**config.mk**
```make
export PLATFORM = sky130hd
export DESIGN_NAME = keypad_guard
export DESIGN_NICKNAME = d
export VERILOG_FILES = /design/src/keypad_guard_pkg.sv /design/src/second_timer_if.sv /design/src/second_timers.sv /design/src/keypad_guard.sv
export SDC_FILE = /design/constraint.sdc
export NUM_CORES = 1
export LEC_CHECK = 0
export BUFFER_PORTS_ARGS = -buffer_cell sky130_fd_sc_hd__buf_4
export CORE_ASPECT_RATIO = 0.75
export CORE_MARGIN = 2
export CORE_UTILIZATION = 35
export CTS_CLUSTER_SIZE = 10
export DETAILED_ROUTE_END_ITERATION = 6
export SETUP_SLACK_MARGIN = 0.15
export SKIP_LAST_GASP = 1
export SLEW_MARGIN = 20
export SYNTH_ARGS = -nofsm -noshare
export SYNTH_HDL_FRONTEND = slang
export SYNTH_SLANG_ARGS = --single-unit
```
**constraint.sdc**
```tcl
create_clock -name mclk -period 3.3 [get_ports mclk]
set_clock_uncertainty 0.1 [all_clocks]
set_input_delay 0.66 -clock mclk [delete_from_list [all_inputs] [get_ports mclk]]
set_output_delay 0.66 -clock mclk [all_outputs]
set_load 0.01 [all_outputs]
```
**src/keypad_guard_pkg.sv**
```systemverilog
package keypad_guard_pkg;
    // Register offsets
    localparam logic [7:0] OPEN_STEP1_EVENT_OFS = 8'h33;
    localparam logic [7:0] OPEN_STEP2_EVENT_OFS = 8'h34;
    localparam logic [7:0] EXTERNAL_LOCK_TRIGGER_OFS = 8'h35;
    localparam logic [7:0] OPEN_AND_MASK_TIMING_OFS = 8'h36;
    localparam logic [7:0] KEYPAD_GUARD_CONTROL_OFS = 8'h37;
    // Field positions
    localparam int POLARITY_BIT = 7;
    localparam int CODE_MSB = 6;
    localparam int MASK_TIMER_MSB = 7;
    localparam int MASK_TIMER_LSB = 3;
    localparam int OPEN_WINDOW_MSB = 2;
    localparam int LOCK_ENABLE_BIT = 0;
    // Reset values
    localparam logic [7:0] EVENT_REG_RESET = 8'h00;
    localparam logic [7:0] TIMING_REG_RESET = 8'h00;
    localparam logic LOCK_ENABLE_RESET = 1'b0;
    // Timing
    localparam int CLK_PERIOD_NS = 40;
    localparam int SECOND_NS = 1000000000;
    localparam int SECOND_CYCLES = SECOND_NS / CLK_PERIOD_NS;
    localparam int TIMER_LEN_W = 5;
    // Timer channels
    localparam int CH_WINDOW = 0;
    localparam int CH_MASK = 1;
    localparam int NUM_CH = 2;
    // Guard states
    typedef enum logic [1:0] {ST_OPEN, ST_LOCKED, ST_ARMED} guard_state_t;
endpackage : keypad_guard_pkg

```
**src/second_timer_if.sv**
```systemverilog
`timescale 1ns/1ns
`default_nettype none
interface second_timer_if;
    import keypad_guard_pkg::*;
    logic [NUM_CH-1:0] start;
    logic [NUM_CH-1:0] stop;
    logic [NUM_CH-1:0][TIMER_LEN_W-1:0] len;
    logic [NUM_CH-1:0] busy;
    logic [NUM_CH-1:0] expired;
    modport ctrl (output start, output stop, output len,
                  input busy, input expired);
    modport timer (input start, input stop, input len,
                   output busy, output expired);
endinterface : second_timer_if
`default_nettype wire

```
**src/second_timers.sv**
```systemverilog
`timescale 1ns/1ns
`default_nettype none
module second_timers #(
    parameter int TICK_CYCLES = keypad_guard_pkg::SECOND_CYCLES
) (
    // Clock and reset
    input wire logic mclk,
    input wire logic sys_rst,
    // Timer channels
    second_timer_if.timer tif
);
    import keypad_guard_pkg::*;

    localparam int CW = $clog2(TICK_CYCLES);
    localparam logic [CW-1:0] CYC_LAST = CW'(TICK_CYCLES - 1);

    if (TICK_CYCLES < 2) begin : g_bad_tick
        $error("second_timers: TICK_CYCLES must be at least 2");
    end

    ////////////////////////////////////////////////////////////////////
    genvar g;
    for (g = 0; g < NUM_CH; g++) begin : g_ch
        logic [CW-1:0] cyc_reg;
        logic [TIMER_LEN_W-1:0] sec_reg;
        logic busy_reg;
        logic exp_reg;
        // Each channel divides mclk into whole seconds from its own start
        always_ff @(posedge mclk) begin
            if (sys_rst || tif.stop[g]) begin
                busy_reg <= 1'b0;
                exp_reg <= 1'b0;
                cyc_reg <= '0;
                sec_reg <= '0;
            end else begin
                exp_reg <= 1'b0;
                if (tif.start[g] && (tif.len[g] != '0)) begin
                    busy_reg <= 1'b1;
                    cyc_reg <= '0;
                    sec_reg <= '0;
                end else if (busy_reg) begin
                    if (cyc_reg == CYC_LAST) begin
                        cyc_reg <= '0;
                        if (sec_reg + 1'b1 == tif.len[g]) begin
                            busy_reg <= 1'b0;
                            exp_reg <= 1'b1;
                        end else begin
                            sec_reg <= sec_reg + 1'b1;
                        end
                    end else begin
                        cyc_reg <= cyc_reg + 1'b1;
                    end
                end
            end
        end
        assign tif.busy[g] = busy_reg;
        assign tif.expired[g] = exp_reg;
    end
endmodule : second_timers
`default_nettype wire

```
**src/keypad_guard.sv**
```systemverilog
// Summary of operation
// - First open-step register code is the first event needed to unlock.
// - Bit 7 picks matching state; key press matches only with bit 7 set, releases never match.
// - For GPI/logic events bit 7 picks inactive (0) or active (1).
// - Second open-step code is the event needed after the first.
// - Matching external lock event locks keypad and pulses lock interrupt.
// - External lock bit 7 uses the same state encoding as open steps.
// - Locked with nonzero mask field: an event may raise event interrupt.
// - Mask timer then runs 1-31 s, blocking interrupts until expiry/unlock.
// - Window timeout or any other event between steps returns to lock.
// - Window field: 000 no limit, 001-111 give 1 to 7 seconds.
// - Control bit 0 enables locking; bits 7:1 reserved, read zero.
`timescale 1ns/1ns
`default_nettype none
module keypad_guard #(
    parameter int TICK_CYCLES = keypad_guard_pkg::SECOND_CYCLES
) (
    // Clock and reset
    input wire logic mclk,
    input wire logic sys_rst,
    // Register port
    input wire logic [7:0] reg_addr,
    input wire logic reg_wr_en,
    input wire logic [7:0] reg_wdata,
    input wire logic reg_rd_en,
    output logic [7:0] reg_rdata,
    output logic reg_rdata_valid,
    // Event stream
    input wire logic evt_valid,
    input wire logic [keypad_guard_pkg::CODE_MSB:0] evt_code,
    input wire logic evt_state,
    input wire logic evt_is_key,
    // Status
    output logic keypad_locked,
    output logic event_irq,
    output logic lock_irq
);
    import keypad_guard_pkg::*;

    logic [7:0] step1_reg;
    logic [7:0] step2_reg;
    logic [7:0] trigger_reg;
    logic [7:0] timing_reg;
    logic lock_en_reg;
    guard_state_t state_reg;
    logic [7:0] rd_next;
    logic hit1;
    logic hit2;
    logic hit_trig;
    logic is_locked;
    logic unlock_now;
    logic lock_en_rise;

    // Refuse a time base that the second timers cannot count
    if (TICK_CYCLES < 2) begin : g_bad_tick
        $error("keypad_guard: TICK_CYCLES must be at least 2");
    end

    second_timer_if tif ();

    second_timers #(.TICK_CYCLES(TICK_CYCLES)) u_timers (
        .mclk(mclk),
        .sys_rst(sys_rst),
        .tif(tif)
    );

    ////////////////////////////////////////////////////////////////////
    // Event match: code equal and state as selected by bit 7
    function automatic logic ev_match(input logic [7:0] cfg,
                                      input logic [CODE_MSB:0] code,
                                      input logic st,
                                      input logic is_key);
        logic pol;
        pol = cfg[POLARITY_BIT];
        if (code != cfg[CODE_MSB:0]) begin
            ev_match = 1'b0;
        end else if (is_key) begin
            ev_match = pol && st;
        end else begin
            ev_match = (st == pol);
        end
    endfunction : ev_match

    assign hit1 = evt_valid && ev_match(step1_reg, evt_code, evt_state,
                                        evt_is_key);
    assign hit2 = evt_valid && ev_match(step2_reg, evt_code, evt_state,
                                        evt_is_key);
    assign hit_trig = evt_valid && ev_match(trigger_reg, evt_code,
                                            evt_state, evt_is_key);
    assign is_locked = (state_reg != ST_OPEN);
    assign unlock_now = (state_reg == ST_ARMED) && hit2;
    assign lock_en_rise = reg_wr_en && (reg_addr == KEYPAD_GUARD_CONTROL_OFS)
        && reg_wdata[LOCK_ENABLE_BIT] && !lock_en_reg;

    ////////////////////////////////////////////////////////////////////
    // Register writes
    always_ff @(posedge mclk) begin
        if (sys_rst) begin
            step1_reg <= EVENT_REG_RESET;
            step2_reg <= EVENT_REG_RESET;
            trigger_reg <= EVENT_REG_RESET;
            timing_reg <= TIMING_REG_RESET;
            lock_en_reg <= LOCK_ENABLE_RESET;
        end else if (reg_wr_en) begin
            case (reg_addr)
                OPEN_STEP1_EVENT_OFS: step1_reg <= reg_wdata;
                OPEN_STEP2_EVENT_OFS: step2_reg <= reg_wdata;
                EXTERNAL_LOCK_TRIGGER_OFS: trigger_reg <= reg_wdata;
                OPEN_AND_MASK_TIMING_OFS: timing_reg <= reg_wdata;
                KEYPAD_GUARD_CONTROL_OFS: begin
                    lock_en_reg <= reg_wdata[LOCK_ENABLE_BIT];
                end
                default: ;
            endcase
        end
    end

    // Register read mux; reserved and unmapped read as zero
    always_comb begin
        case (reg_addr)
            OPEN_STEP1_EVENT_OFS: rd_next = step1_reg;
            OPEN_STEP2_EVENT_OFS: rd_next = step2_reg;
            EXTERNAL_LOCK_TRIGGER_OFS: rd_next = trigger_reg;
            OPEN_AND_MASK_TIMING_OFS: rd_next = timing_reg;
            KEYPAD_GUARD_CONTROL_OFS: rd_next = {7'h0, lock_en_reg};
            default: rd_next = 8'h00;
        endcase
    end

    // Registered read answer
    always_ff @(posedge mclk) begin
        if (sys_rst) begin
            reg_rdata <= 8'h00;
            reg_rdata_valid <= 1'b0;
        end else begin
            reg_rdata_valid <= reg_rd_en;
            if (reg_rd_en) begin
                reg_rdata <= rd_next;
            end
        end
    end

    ////////////////////////////////////////////////////////////////////
    // Lock state machine
    // A cleared enable wins over any event in the same cycle, so a
    // host can always force the keypad open. A first step seen again while
    // armed counts as a stray event and relocks instead of re-arming.
    always_ff @(posedge mclk) begin
        if (sys_rst) begin
            state_reg <= ST_OPEN;
        end else if (!lock_en_reg && !lock_en_rise) begin
            state_reg <= ST_OPEN;
        end else begin
            case (state_reg)
                ST_OPEN: begin
                    if (lock_en_rise || hit_trig) begin
                        state_reg <= ST_LOCKED;
                    end
                end
                ST_LOCKED: begin
                    if (hit1) begin
                        state_reg <= ST_ARMED;
                    end
                end
                ST_ARMED: begin
                    if (hit2) begin
                        state_reg <= ST_OPEN;
                    end else if (evt_valid || tif.expired[CH_WINDOW]) begin
                        state_reg <= ST_LOCKED;
                    end
                end
                default: state_reg <= ST_OPEN;
            endcase
        end
    end

    // Timer control: window on first step, mask on an allowed interrupt
    always_comb begin
        tif.len[CH_WINDOW] = {2'b00, timing_reg[OPEN_WINDOW_MSB:0]};
        tif.len[CH_MASK] = timing_reg[MASK_TIMER_MSB:MASK_TIMER_LSB];
        tif.start[CH_WINDOW] = (state_reg == ST_LOCKED) && hit1
            && lock_en_reg;
        tif.stop[CH_WINDOW] = (state_reg != ST_ARMED) && !tif.start[CH_WINDOW];
        tif.start[CH_MASK] = is_locked && evt_valid && !unlock_now
            && !tif.busy[CH_MASK];
        tif.stop[CH_MASK] = unlock_now || !is_locked;
    end

    ////////////////////////////////////////////////////////////////////
    // Locked status, one cycle behind the state
    always_ff @(posedge mclk) begin
        if (sys_rst) begin
            keypad_locked <= 1'b0;
        end else begin
            keypad_locked <= is_locked;
        end
    end

    // Event interrupt, held back while locked and the mask timer runs
    always_ff @(posedge mclk) begin
        if (sys_rst) begin
            event_irq <= 1'b0;
        end else begin
            event_irq <= evt_valid
                && !(is_locked && tif.busy[CH_MASK]);
        end
    end

    // Lock interrupt, only for the trigger event while enabled and open
    always_ff @(posedge mclk) begin
        if (sys_rst) begin
            lock_irq <= 1'b0;
        end else begin
            lock_irq <= lock_en_reg && (state_reg == ST_OPEN)
                && hit_trig;
        end
    end
endmodule : keypad_guard
`default_nettype wire

```
==> impl_metrics.toml, run 1 <==
[status]
status = "completed"

[cells_and_area]
fin_area_sq_mm = 0.00633
largest_reg_flops = 50
area_delta_synth_final_pct = 14.5
mostFrequentLayoutCells = "dfxtp_1, nor2_1, nand2_1, nand3_1, buf_4"
fin_cells = 892
drive_gt1_share_pct = 10.8
nets = 719
final.fill_count = 1545
final_common_cell = "dfxtp_1"
n_antenna_cell = 0

[sta]
worstMarginPinSlew_ns = 0.981
setup_tns_ns = 0
setup_violations = 0
rsz0062_at_grt = "false"
maxSlewViolCount = 0
period_share_pct = 72.9
setup_ws_ns = 0.894
slew_headroom_pct = 34.0
finalHoldViolations = 0
fin_crit_ns = 2.41
max_freq_ghz = 0.416

[cts]
htree_num_levels = 3
cts_tree = "yes"
cts.sinks = 110
cts_buffers = 9
clock_path_buffers = 2
clock_latency_ns = 0.34
ctsHoldBuffers = 0
cts_setup_buffers = 0
cts_root_buffer = "clkbuf_16"
path_clk_slew_ns = 0.07
cts_resized = 0

[drt]
viasPerCell = 5.40
wl_per_cell_microns = 15.0
drt_iter0_drc = 334
vias = 4818
wirelength_mm = 13.4
drc = 0
final_antenna_net_count = 0
drt-pass1-iter-count = 5

[synthesis]
mappedNetlistNets = 690
yosysTopAreaCell = "dfxtp_1"
synthTopCellsByArea = "dfxtp_1, xor2_1, xnor2_1"
synth_ff_type = "dfxtp_1"
syn-cell-area_sq_mm = 0.00552
synth-seq-cells = 110
avgSynthCellArea_sq_um = 8.46
synth_edf_count = 0
yosysWarnings = 0
yosysSeqAreaShare_pct = 39.9
syn-instance-count = 653
async_flop_share_pct = 0
yosys.area.top_type_share_pct = 39.9
synth.distinct_cells = 62

[grt]
grt.met2_usage_pct = 22.8
grt_util_met3_pct = 3.35
grt_use_met1_pct = 25.6
grt.busiest_layer = "met1"
grt_use_total_pct = 16.4
grt_first_pass_wirelength_mm = 22.3
grt_overflow = 0
first_global_vias = 4487
grt_max_degree = 58
antenna_found_initial = 0

[place]
io_buffers = 41
postPlaceCellArea_sq_mm = 0.00602
dp_hpwl_mm = 9.99
dp_cells = 876
place_ws_ns = 0.582
place.gp.congestion = 0.878

[power]
peakVddDrop_mv = 0.231
p_per_area_mw_per_mm2 = 403
cellLeakagePower_nw = 2.13

[die]
num_rows = 39
io_pins = 42
initial_core_util_pct = 36.0
dieArea_sq_mm = 0.0168
fp.dieW_microns = 149
coreArea_sq_mm = 0.0153
die_y_microns = 113

[setup_path]
worstPathArrival_ns = 2.55
cp_slowest_stage_delay_ns = 0.62
criticalPathCategory = "in2reg"
cp.required_ns = 3.44
cp_max_fo = 31
cp-start-kind = "primary input"
slowest_stage = "nor4_1"
endpoint_kind = "flop"
rr_endpoint = "u_timers.g_ch[0].exp_reg"
reg2reg_depth = 7
path_cells = "buf_4 -> ha_1 -> inv_1 -> o2111ai_1 -> nor4_1 -> a31oi_2 -> buf_4 -> nor4b_1"
r2r_start = "step1_reg[7]"
r2r_slack_ns = 0.98
critPathMostFrequentCell = "buf_4"

[min_path]
min_from = "reg_rdata[4]"
min_path_type = "reg2reg"
holdPathStages = 2
worstHoldEndpoint = "reg_rdata[4]"

[job]
cap_violations = 0
-- per-layer routing --
layer | share of wire (%) | routed length, microns
met4 | 0.79 | 106
met2 | 40 | 5390
met1 | 54 | 7300
met5 | 0 | 0
met3 | 4.6 | 621
-- worst max-delay path: cells and delay by family --
kind / cells / cell delay [ns]
fa+ha+maj: 1 / 0.28
compound gates: 2 / 0.28
simple gates: 2 / 0.88
buf+inv: 3 / 0.44
-- layout make-up --
type | instances | area, sq um | share of cell area, %
Multi-Input combinational cell | 499 | 3150 | 49.8
Sequential cell | 110 | 2200 | 34.8
Timing Repair Buffer | 47 | 353 | 5.58
Tap cell | 205 | 256 | 4.05
Clock buffer | 10 | 239 | 3.78
Clock inverter | 6 | 67.6 | 1.07
Inverter | 15 | 56.3 | 0.890
-- logic make-up after synthesis --
kind of cell    share of synthesized area, %
flops                                   39.9
fa+ha+maj                               1.59
compound gates                          10.6
simple gates                            29.4
buf+inv                                 3.17
xor+xnor                                12.3
mux                                     3.10
-- per-stage QoR --
| stage | hold WS, ns | utilization [%] | total power [mW] |
|---|---|---|---|
| floorplan | 0.353 | - | 1.41 |
| detailed placement | 0.351 | 39.3 | 1.47 |
| CTS | 0.370 | 41.3 | 2.59 |
| finish | 0.365 | 41.3 | 2.55 |
| global route | 0.390 | 41.3 | 2.65 |
| global placement | 0.339 | 39.3 | 1.47 |
-- report_power, final --
part           total (mW)  switching (mW)  internal, mW
clock network        1.11           0.497         0.614
registers            1.33        0.000965          1.33
logic               0.110          0.0665        0.0438
total                2.55           0.564          1.99
-- synth_stat cells, types with 2 or more instances --
| master | count |
|---|---|
| o31ai_1 | 4 |
| nor3b_1 | 4 |
| nor3_1 | 39 |
| nor2b_1 | 9 |
| dfxtp_1 | 110 |
| and2_1 | 3 |
| nor2_1 | 66 |
| a22oi_1 | 9 |
| nand2b_1 | 6 |
| o2111ai_1 | 3 |
| nor4b_1 | 4 |
| buf_2 | 8 |
| o21ai_0 | 16 |
| a21oi_1 | 30 |
| o22a_1 | 2 |
| nand4_1 | 20 |
| ha_1 | 7 |
| inv_1 | 15 |
| nand3b_1 | 3 |
| a31oi_1 | 2 |
| clkbuf_1 | 20 |
| a211oi_1 | 2 |
| and3_1 | 12 |
| nand2_1 | 58 |
| and4_1 | 6 |
| or4_1 | 4 |
| nand4b_1 | 2 |
| nor4_1 | 6 |
| or2_2 | 2 |
| xnor2_1 | 33 |
| or3_1 | 5 |
| mux2i_1 | 16 |
| xor2_1 | 42 |
| or4b_1 | 2 |
| nand3_1 | 49 |
| a221oi_1 | 8 |
-- how the worst max path moves through the flow --
| stage | start | to |
|---|---|---|
| after floorplan | evt_state | u_timers.g_ch[0].cyc_reg[10] |
| final | evt_state | u_timers.g_ch[0].exp_reg |
| after global routing | evt_state | u_timers.g_ch[0].exp_reg |
| after CTS | evt_state | u_timers.g_ch[0].exp_reg |
| after global placement | evt_state | u_timers.g_ch[0].exp_reg |
| after detailed placement | evt_state | u_timers.g_ch[0].exp_reg |
Power figures use the tool's default switching activity.
==> run 2: changes to the inputs <==
ABC_AREA = 1   (was not set)
clock period = 2.2 ns   (was 3.3 ns; I/O delays follow)
==> run 2 against run 1 <==
Effect of this change:
- clock power is 50% higher
- critical path type is now reg2reg
- final cell count grew 36%
- worst setup slack worse by 0.57 ns
- combinational power grew 94%
- sequential cell count unchanged
- highest routed layer unchanged
- non-clock buffer count up 10
- largest power group unchanged
==> impl_metrics.toml, run 2 <==
[die]
io_pins = 42
fp.dieW_microns = 160
initial_core_util_pct = 36.1
num_rows = 42
coreArea_sq_mm = 0.0178
dieArea_sq_mm = 0.0195
die_y_microns = 121

[drt]
drc = 0
wl_per_cell_microns = 13.9
drt_iter0_drc = 674
final_antenna_net_count = 0
wl_met1_mm = 9.09
wirelength_mm = 16.9
wl_met2_mm = 6.38
vias = 6006
wl_met3_mm = 1.24
top_layer_used = "met4"
drt-pass1-iter-count = 5
viasPerCell = 4.94

[cts]
clock_path_buffers = 2
cts_root_buffer = "clkbuf_16"
htree_num_levels = 3
ctsHoldBuffers = 0
path_clk_slew_ns = 0.09
cts_tree = "yes"
clock_latency_ns = 0.37
cts_buffers = 9
cts.sinks = 110

[min_path]
worstHoldEndpoint = "trigger_reg[3]"
min_from = "reg_wdata[3]"
min_path_type = "in2reg"
holdPathStages = 3

[setup_path]
worstPathArrival_ns = 2.02
cp-start-kind = "flop"
r2r_start = "u_timers.g_ch[1].cyc_reg[0]"
cp.required_ns = 2.35
endpoint_kind = "flop"
rr_endpoint = "u_timers.g_ch[1].cyc_reg[22]"
r2r_slack_ns = 0.32
reg2reg_depth = 9
cp_max_fo = 4
criticalPathCategory = "reg2reg"

[cells_and_area]
final_common_cell = "nand2_1"
fin_util_pct = 40.9
fin_area_sq_mm = 0.00729
area_delta_synth_final_pct = 13.5
mostFrequentLayoutCells = "nand2_1, nor2_1, dfxtp_1, inv_1, nand3_1"
largest_reg_flops = 50
drive_gt1_share_pct = 18.7
n_antenna_cell = 0
nets = 1006

[sta]
setup_violations = 0
max_freq_ghz = 0.533
slew_headroom_pct = 72.6
setup_ws_ns = 0.324
rsz0062_at_grt = "false"
fin_crit_ns = 1.88
maxSlewViolCount = 0
finalHoldViolations = 0
hold_slack_ns = 0.238
setup_tns_ns = 0
period_share_pct = 85.3
worstMarginPinSlew_ns = 0.410

[synthesis]
mappedNetlistNets = 961
yosysWarnings = 0
syn-cell-area_sq_mm = 0.00643
yosysSeqAreaShare_pct = 34.3
synth.distinct_cells = 45
yosysTopAreaCell = "dfxtp_1"
avgSynthCellArea_sq_um = 6.95
synth_common_cells = "nand2_1, nor2_1, dfxtp_1"
post-synth-top-count-cell = "nand2_1"
yosys.area.top_type_share_pct = 34.3
synth_edf_count = 0
async_flop_share_pct = 0
synthTopCellsByArea = "dfxtp_1, nand2_1, nand3_1"
syn-instance-count = 924
synth_ff_type = "dfxtp_1"
synth-seq-cells = 110

[place]
place_ws_ns = 0.142
place.gp.congestion = 0.925
postPlaceCellArea_sq_mm = 0.00699
dp_hpwl_mm = 13.0
io_buffers = 41

[status]
status = "completed"

[grt]
grt_overflow = 0
antenna_found_initial = 0
first_global_vias = 5314
grt_use_total_pct = 18.0
grt_first_pass_wirelength_mm = 27.6
grt_max_degree = 32

[power]
peakVddDrop_mv = 0.306
cellLeakagePower_nw = 2.75
p_per_area_mw_per_mm2 = 532

[job]
cap_violations = 0
run 2: changes by cell type in the layout (fill, tap and decap cells not counted), moves of 16 or more:
cell	previous run	this run
inv_1	15	102
inv_2	0	22
mux2i_1	16	0
nand2_1	58	190
nand3_1	49	86
nor2_1	66	113
nor2_2	0	31
nor3_1	39	22
o21ai_0	16	35
xnor2_1	33	9
run 2: how the worst max path moves through the flow:
stage                                           start                      endpoint  slack [ns]  cells past startpoint
after floorplan                             evt_state  u_timers.g_ch[1].cyc_reg[14]        0.41                     12
after global placement                      evt_state   u_timers.g_ch[1].cyc_reg[5]        0.19                     12
after detailed placement                    evt_state   u_timers.g_ch[0].sec_reg[0]        0.14                     10
after CTS                 u_timers.g_ch[1].sec_reg[0]   u_timers.g_ch[1].sec_reg[4]        0.31                     10
after global routing      u_timers.g_ch[0].sec_reg[0]   u_timers.g_ch[0].sec_reg[2]        0.15                      9
final                     u_timers.g_ch[1].cyc_reg[0]  u_timers.g_ch[1].cyc_reg[22]        0.32                      9
run 2: layout make-up:
cell class                      count  area (sq um)
Multi-Input combinational cell    666          3580
Tap cell                          242           303
Inverter                          125           469
Clock buffer                        9           225
Clock inverter                      7          75.1
Sequential cell                   110          2200
Fill cell                        1894         10500
Timing Repair Buffer               57           440
run 2: metrics by stage:
step	total power, mW	instances
detailed placement	2.25	1200
global route	4.02	1216
floorplan	2.15	924
CTS	3.94	1216
global placement	2.25	1200
finish	3.88	1216
run 2: what timing repair did:
item,in CTS,in global routing
setup buffers,0,0
setup endpoints to repair,0,2
resized for setup,0,1
run 2: per-layer routing:
metal	vias to the layer above	track usage, %
met2	203	24.4
met4	0	4.67
met5	-	0
met3	16	3.66
li1	3083	-
met1	2704	28.2
run 2: critical path, cell delays in order (launching register included):
cell     delay [ns]
dfxtp_1        0.39
ha_1           0.20
nand2_2        0.09
nor2_4         0.18
nand2_4        0.10
nor3_2         0.22
nand2_1        0.13
nor2_1         0.13
xor2_1         0.16
nor2_1         0.06
run 2: cell families after synthesis:
family / count (synthesis) / synth area share (%)
AO/OA/AOI/OAI: 102 / 9.60
adder cells (fa/ha/maj): 7 / 1.36
AND/OR/NAND/NOR: 518 / 39.4
flip-flops: 110 / 34.3
XOR/XNOR: 39 / 5.32
buffers and inverters: 148 / 10.1
run 2: where the power goes:
part,total (mW),internal (mW),switching [mW],leakage [nW]
Sequential,1.99,1.99,0.00187,0.887
Clock,1.67,0.812,0.858,0.150
Combinational,0.213,0.0728,0.140,1.71
==> run 3: changes to the inputs <==
CORE_ASPECT_RATIO = 0.8   (was 0.75)
HOLD_SLACK_MARGIN = 0.15   (was not set)
PLACE_DENSITY = 0.56   (was not set)
==> run 3 against run 2 <==
Effect of this change:
- wire length shrank 1.6%
- critical path depth grew 3
- total power shrank 0.84%
- hold slack lost 0.0023 ns
- sequential share of layout area shrank 0.13 points
- sequential cell count is the same
- worst setup slack lost 0.011 ns
- first-iteration DRC count shrank 44%
- via count shrank 2.6%
- count of clock-buffer cells in the layout is the same
- register-to-register slack is essentially flat
==> impl_metrics.toml, run 3 (synthesized netlist as in run 2, its figures left out) <==
[die]
initial_core_util_pct = 35.6
num_rows = 44
coreArea_sq_mm = 0.0181
dieArea_sq_mm = 0.0195
io_pins = 42
die_y_microns = 125
fp.dieW_microns = 155

[power]
finalPower_mw = 3.84
p_int_mw = 2.87
p_clk_share_pct = 42.7
p_seq_share_pct = 51.9
combPwrFrac_pct = 5.4
p_per_area_mw_per_mm2 = 525
cellLeakagePower_nw = 2.76
peakVddDrop_mv = 0.325
switching_share_pct = 25.5
p_switching_mw = 0.979

[cts]
cts_tree = "yes"
clock_path_buffers = 2
htree_num_levels = 3
cts_root_buffer = "clkbuf_16"
cts_buffers = 9
cts.sinks = 110
clock_latency_ns = 0.36
path_clk_slew_ns = 0.08
cts_setup_buffers = 0

[sta]
rsz0062_at_grt = "true"
worstMarginPinSlew_ns = 0.493
slew_headroom_pct = 66.9
fin_crit_ns = 1.89
max_freq_ghz = 0.530
setup_ws_ns = 0.313
setup_violations = 0
finalHoldViolations = 0
maxSlewViolCount = 0
period_share_pct = 85.8
setup_tns_ns = 0

[drt]
drt-pass1-iter-count = 5
drt_iter0_drc = 378
final_antenna_net_count = 0
viasPerCell = 4.86
wirelength_mm = 16.6
vias = 5852
wl_per_cell_microns = 13.8
drc = 0

[place]
io_buffers = 41
dp_cells = 1189
place.gp.congestion = 0.892
place_ws_ns = 0.118
dp_hpwl_mm = 12.8

[cells_and_area]
n_antenna_cell = 0
area_delta_synth_final_pct = 14.0
fin_cells = 1205
nets = 1007
largest_reg_flops = 50
multiInputGateArea_sq_mm = 0.00359
regArea_sq_mm = 0.00220
drive_gt1_share_pct = 19.1
fin_util_pct = 40.6
mostFrequentLayoutCells = "nand2_1, nor2_1, dfxtp_1, inv_1, nand3_1"
final_common_cell = "nand2_1"
final.fill_count = 1939

[setup_path]
reg2reg_depth = 12
endpoint_kind = "flop"
criticalPathCategory = "reg2reg"
worstPathArrival_ns = 2.03
cp.required_ns = 2.35
r2r_start = "step2_reg[7]"
r2r_slack_ns = 0.31
cp_max_fo = 14
cp-start-kind = "flop"
rr_endpoint = "u_timers.g_ch[1].cyc_reg[5]"

[status]
status = "completed"

[grt]
grt_overflow = 0
grt_first_pass_wirelength_mm = 27.7
first_global_vias = 5346
grt_max_degree = 22
antenna_found_initial = 0
grt_use_total_pct = 17.8

[min_path]
min_path_type = "in2reg"
min_from = "reg_wdata[7]"
holdPathStages = 3
worstHoldEndpoint = "trigger_reg[7]"

[job]
cap_violations = 0
-- run 3: cell count changes in the layout (fill, tap and decap cells not counted), sizes merged --
cell	delta
clkinvlp	+1
buf	+1
clkinv	-1
-- run 3: area by class of cell --
type,count,share of cell area [%]
inverter,125,6.41
tap,230,3.93
multi-input combinational,666,49.0
clock inverter,7,0.871
timing repair buffer,58,6.63
sequential,110,30.1
clock buffer,9,3.07
-- run 3: critical path, stage by stage (launching register included) --
cell,delay [ns]
dfxtp_1,0.39
ha_1,0.25
nand2_1,0.09
nand2_1,0.06
nor2_1,0.09
nand2_1,0.05
nor2_1,0.14
nand3_1,0.13
nand3_1,0.14
inv_2,0.05
nand2_2,0.07
buf_12,0.14
nor2_1,0.05
-- run 3: worst max path at each step --
stage / from / end / slack (ns) / cells after the start
2_1_floorplan: evt_state / u_timers.g_ch[1].cyc_reg[14] / 0.41 / 12
3_3_place_gp: evt_state / u_timers.g_ch[1].cyc_reg[14] / 0.15 / 13
3_5_place_dp: evt_state / u_timers.g_ch[0].cyc_reg[15] / 0.12 / 10
4_1_cts: u_timers.g_ch[1].sec_reg[0] / u_timers.g_ch[1].sec_reg[1] / 0.31 / 10
5_1_grt: u_timers.g_ch[0].cyc_reg[0] / u_timers.g_ch[0].cyc_reg[20] / 0.12 / 11
6_report: step2_reg[7] / u_timers.g_ch[1].cyc_reg[5] / 0.31 / 12
-- run 3: power by group through the flow --
stage | clock network (mW) | registers, mW | logic, mW
5_1_grt | 1.79 | 1.99 | 0.232
4_1_cts | 1.71 | 1.99 | 0.210
2_1_floorplan | 0 | 2.04 | 0.107
3_3_place_gp | 0 | 2.04 | 0.211
3_5_place_dp | 0 | 2.04 | 0.210
6_report | 1.64 | 1.99 | 0.209
-- run 3: stage by stage --
stage,cell area (sq um),hold slack [ns]
3_5_place_dp,7020,0.359
3_3_place_gp,7020,0.356
4_1_cts,7310,0.225
2_1_floorplan,6430,0.341
5_1_grt,7320,0.260
6_report,7320,0.236
-- run 3: layer usage --
metal / share of wire, % / GRT usage, % / wire length, microns
met5: 0 / 0 / 0
met4: 1.2 / 4.75 / 201
met3: 4.0 / 3.02 / 659
met2: 41 / 25.3 / 6750
met1: 54 / 27.5 / 9030
-- run 3: timing repair --
| item | CTS | global route |
|---|---|---|
| hold buffers | 0 | 0 |
| resized for setup | 0 | 4 |
| setup endpoints to repair | 0 | 12 |
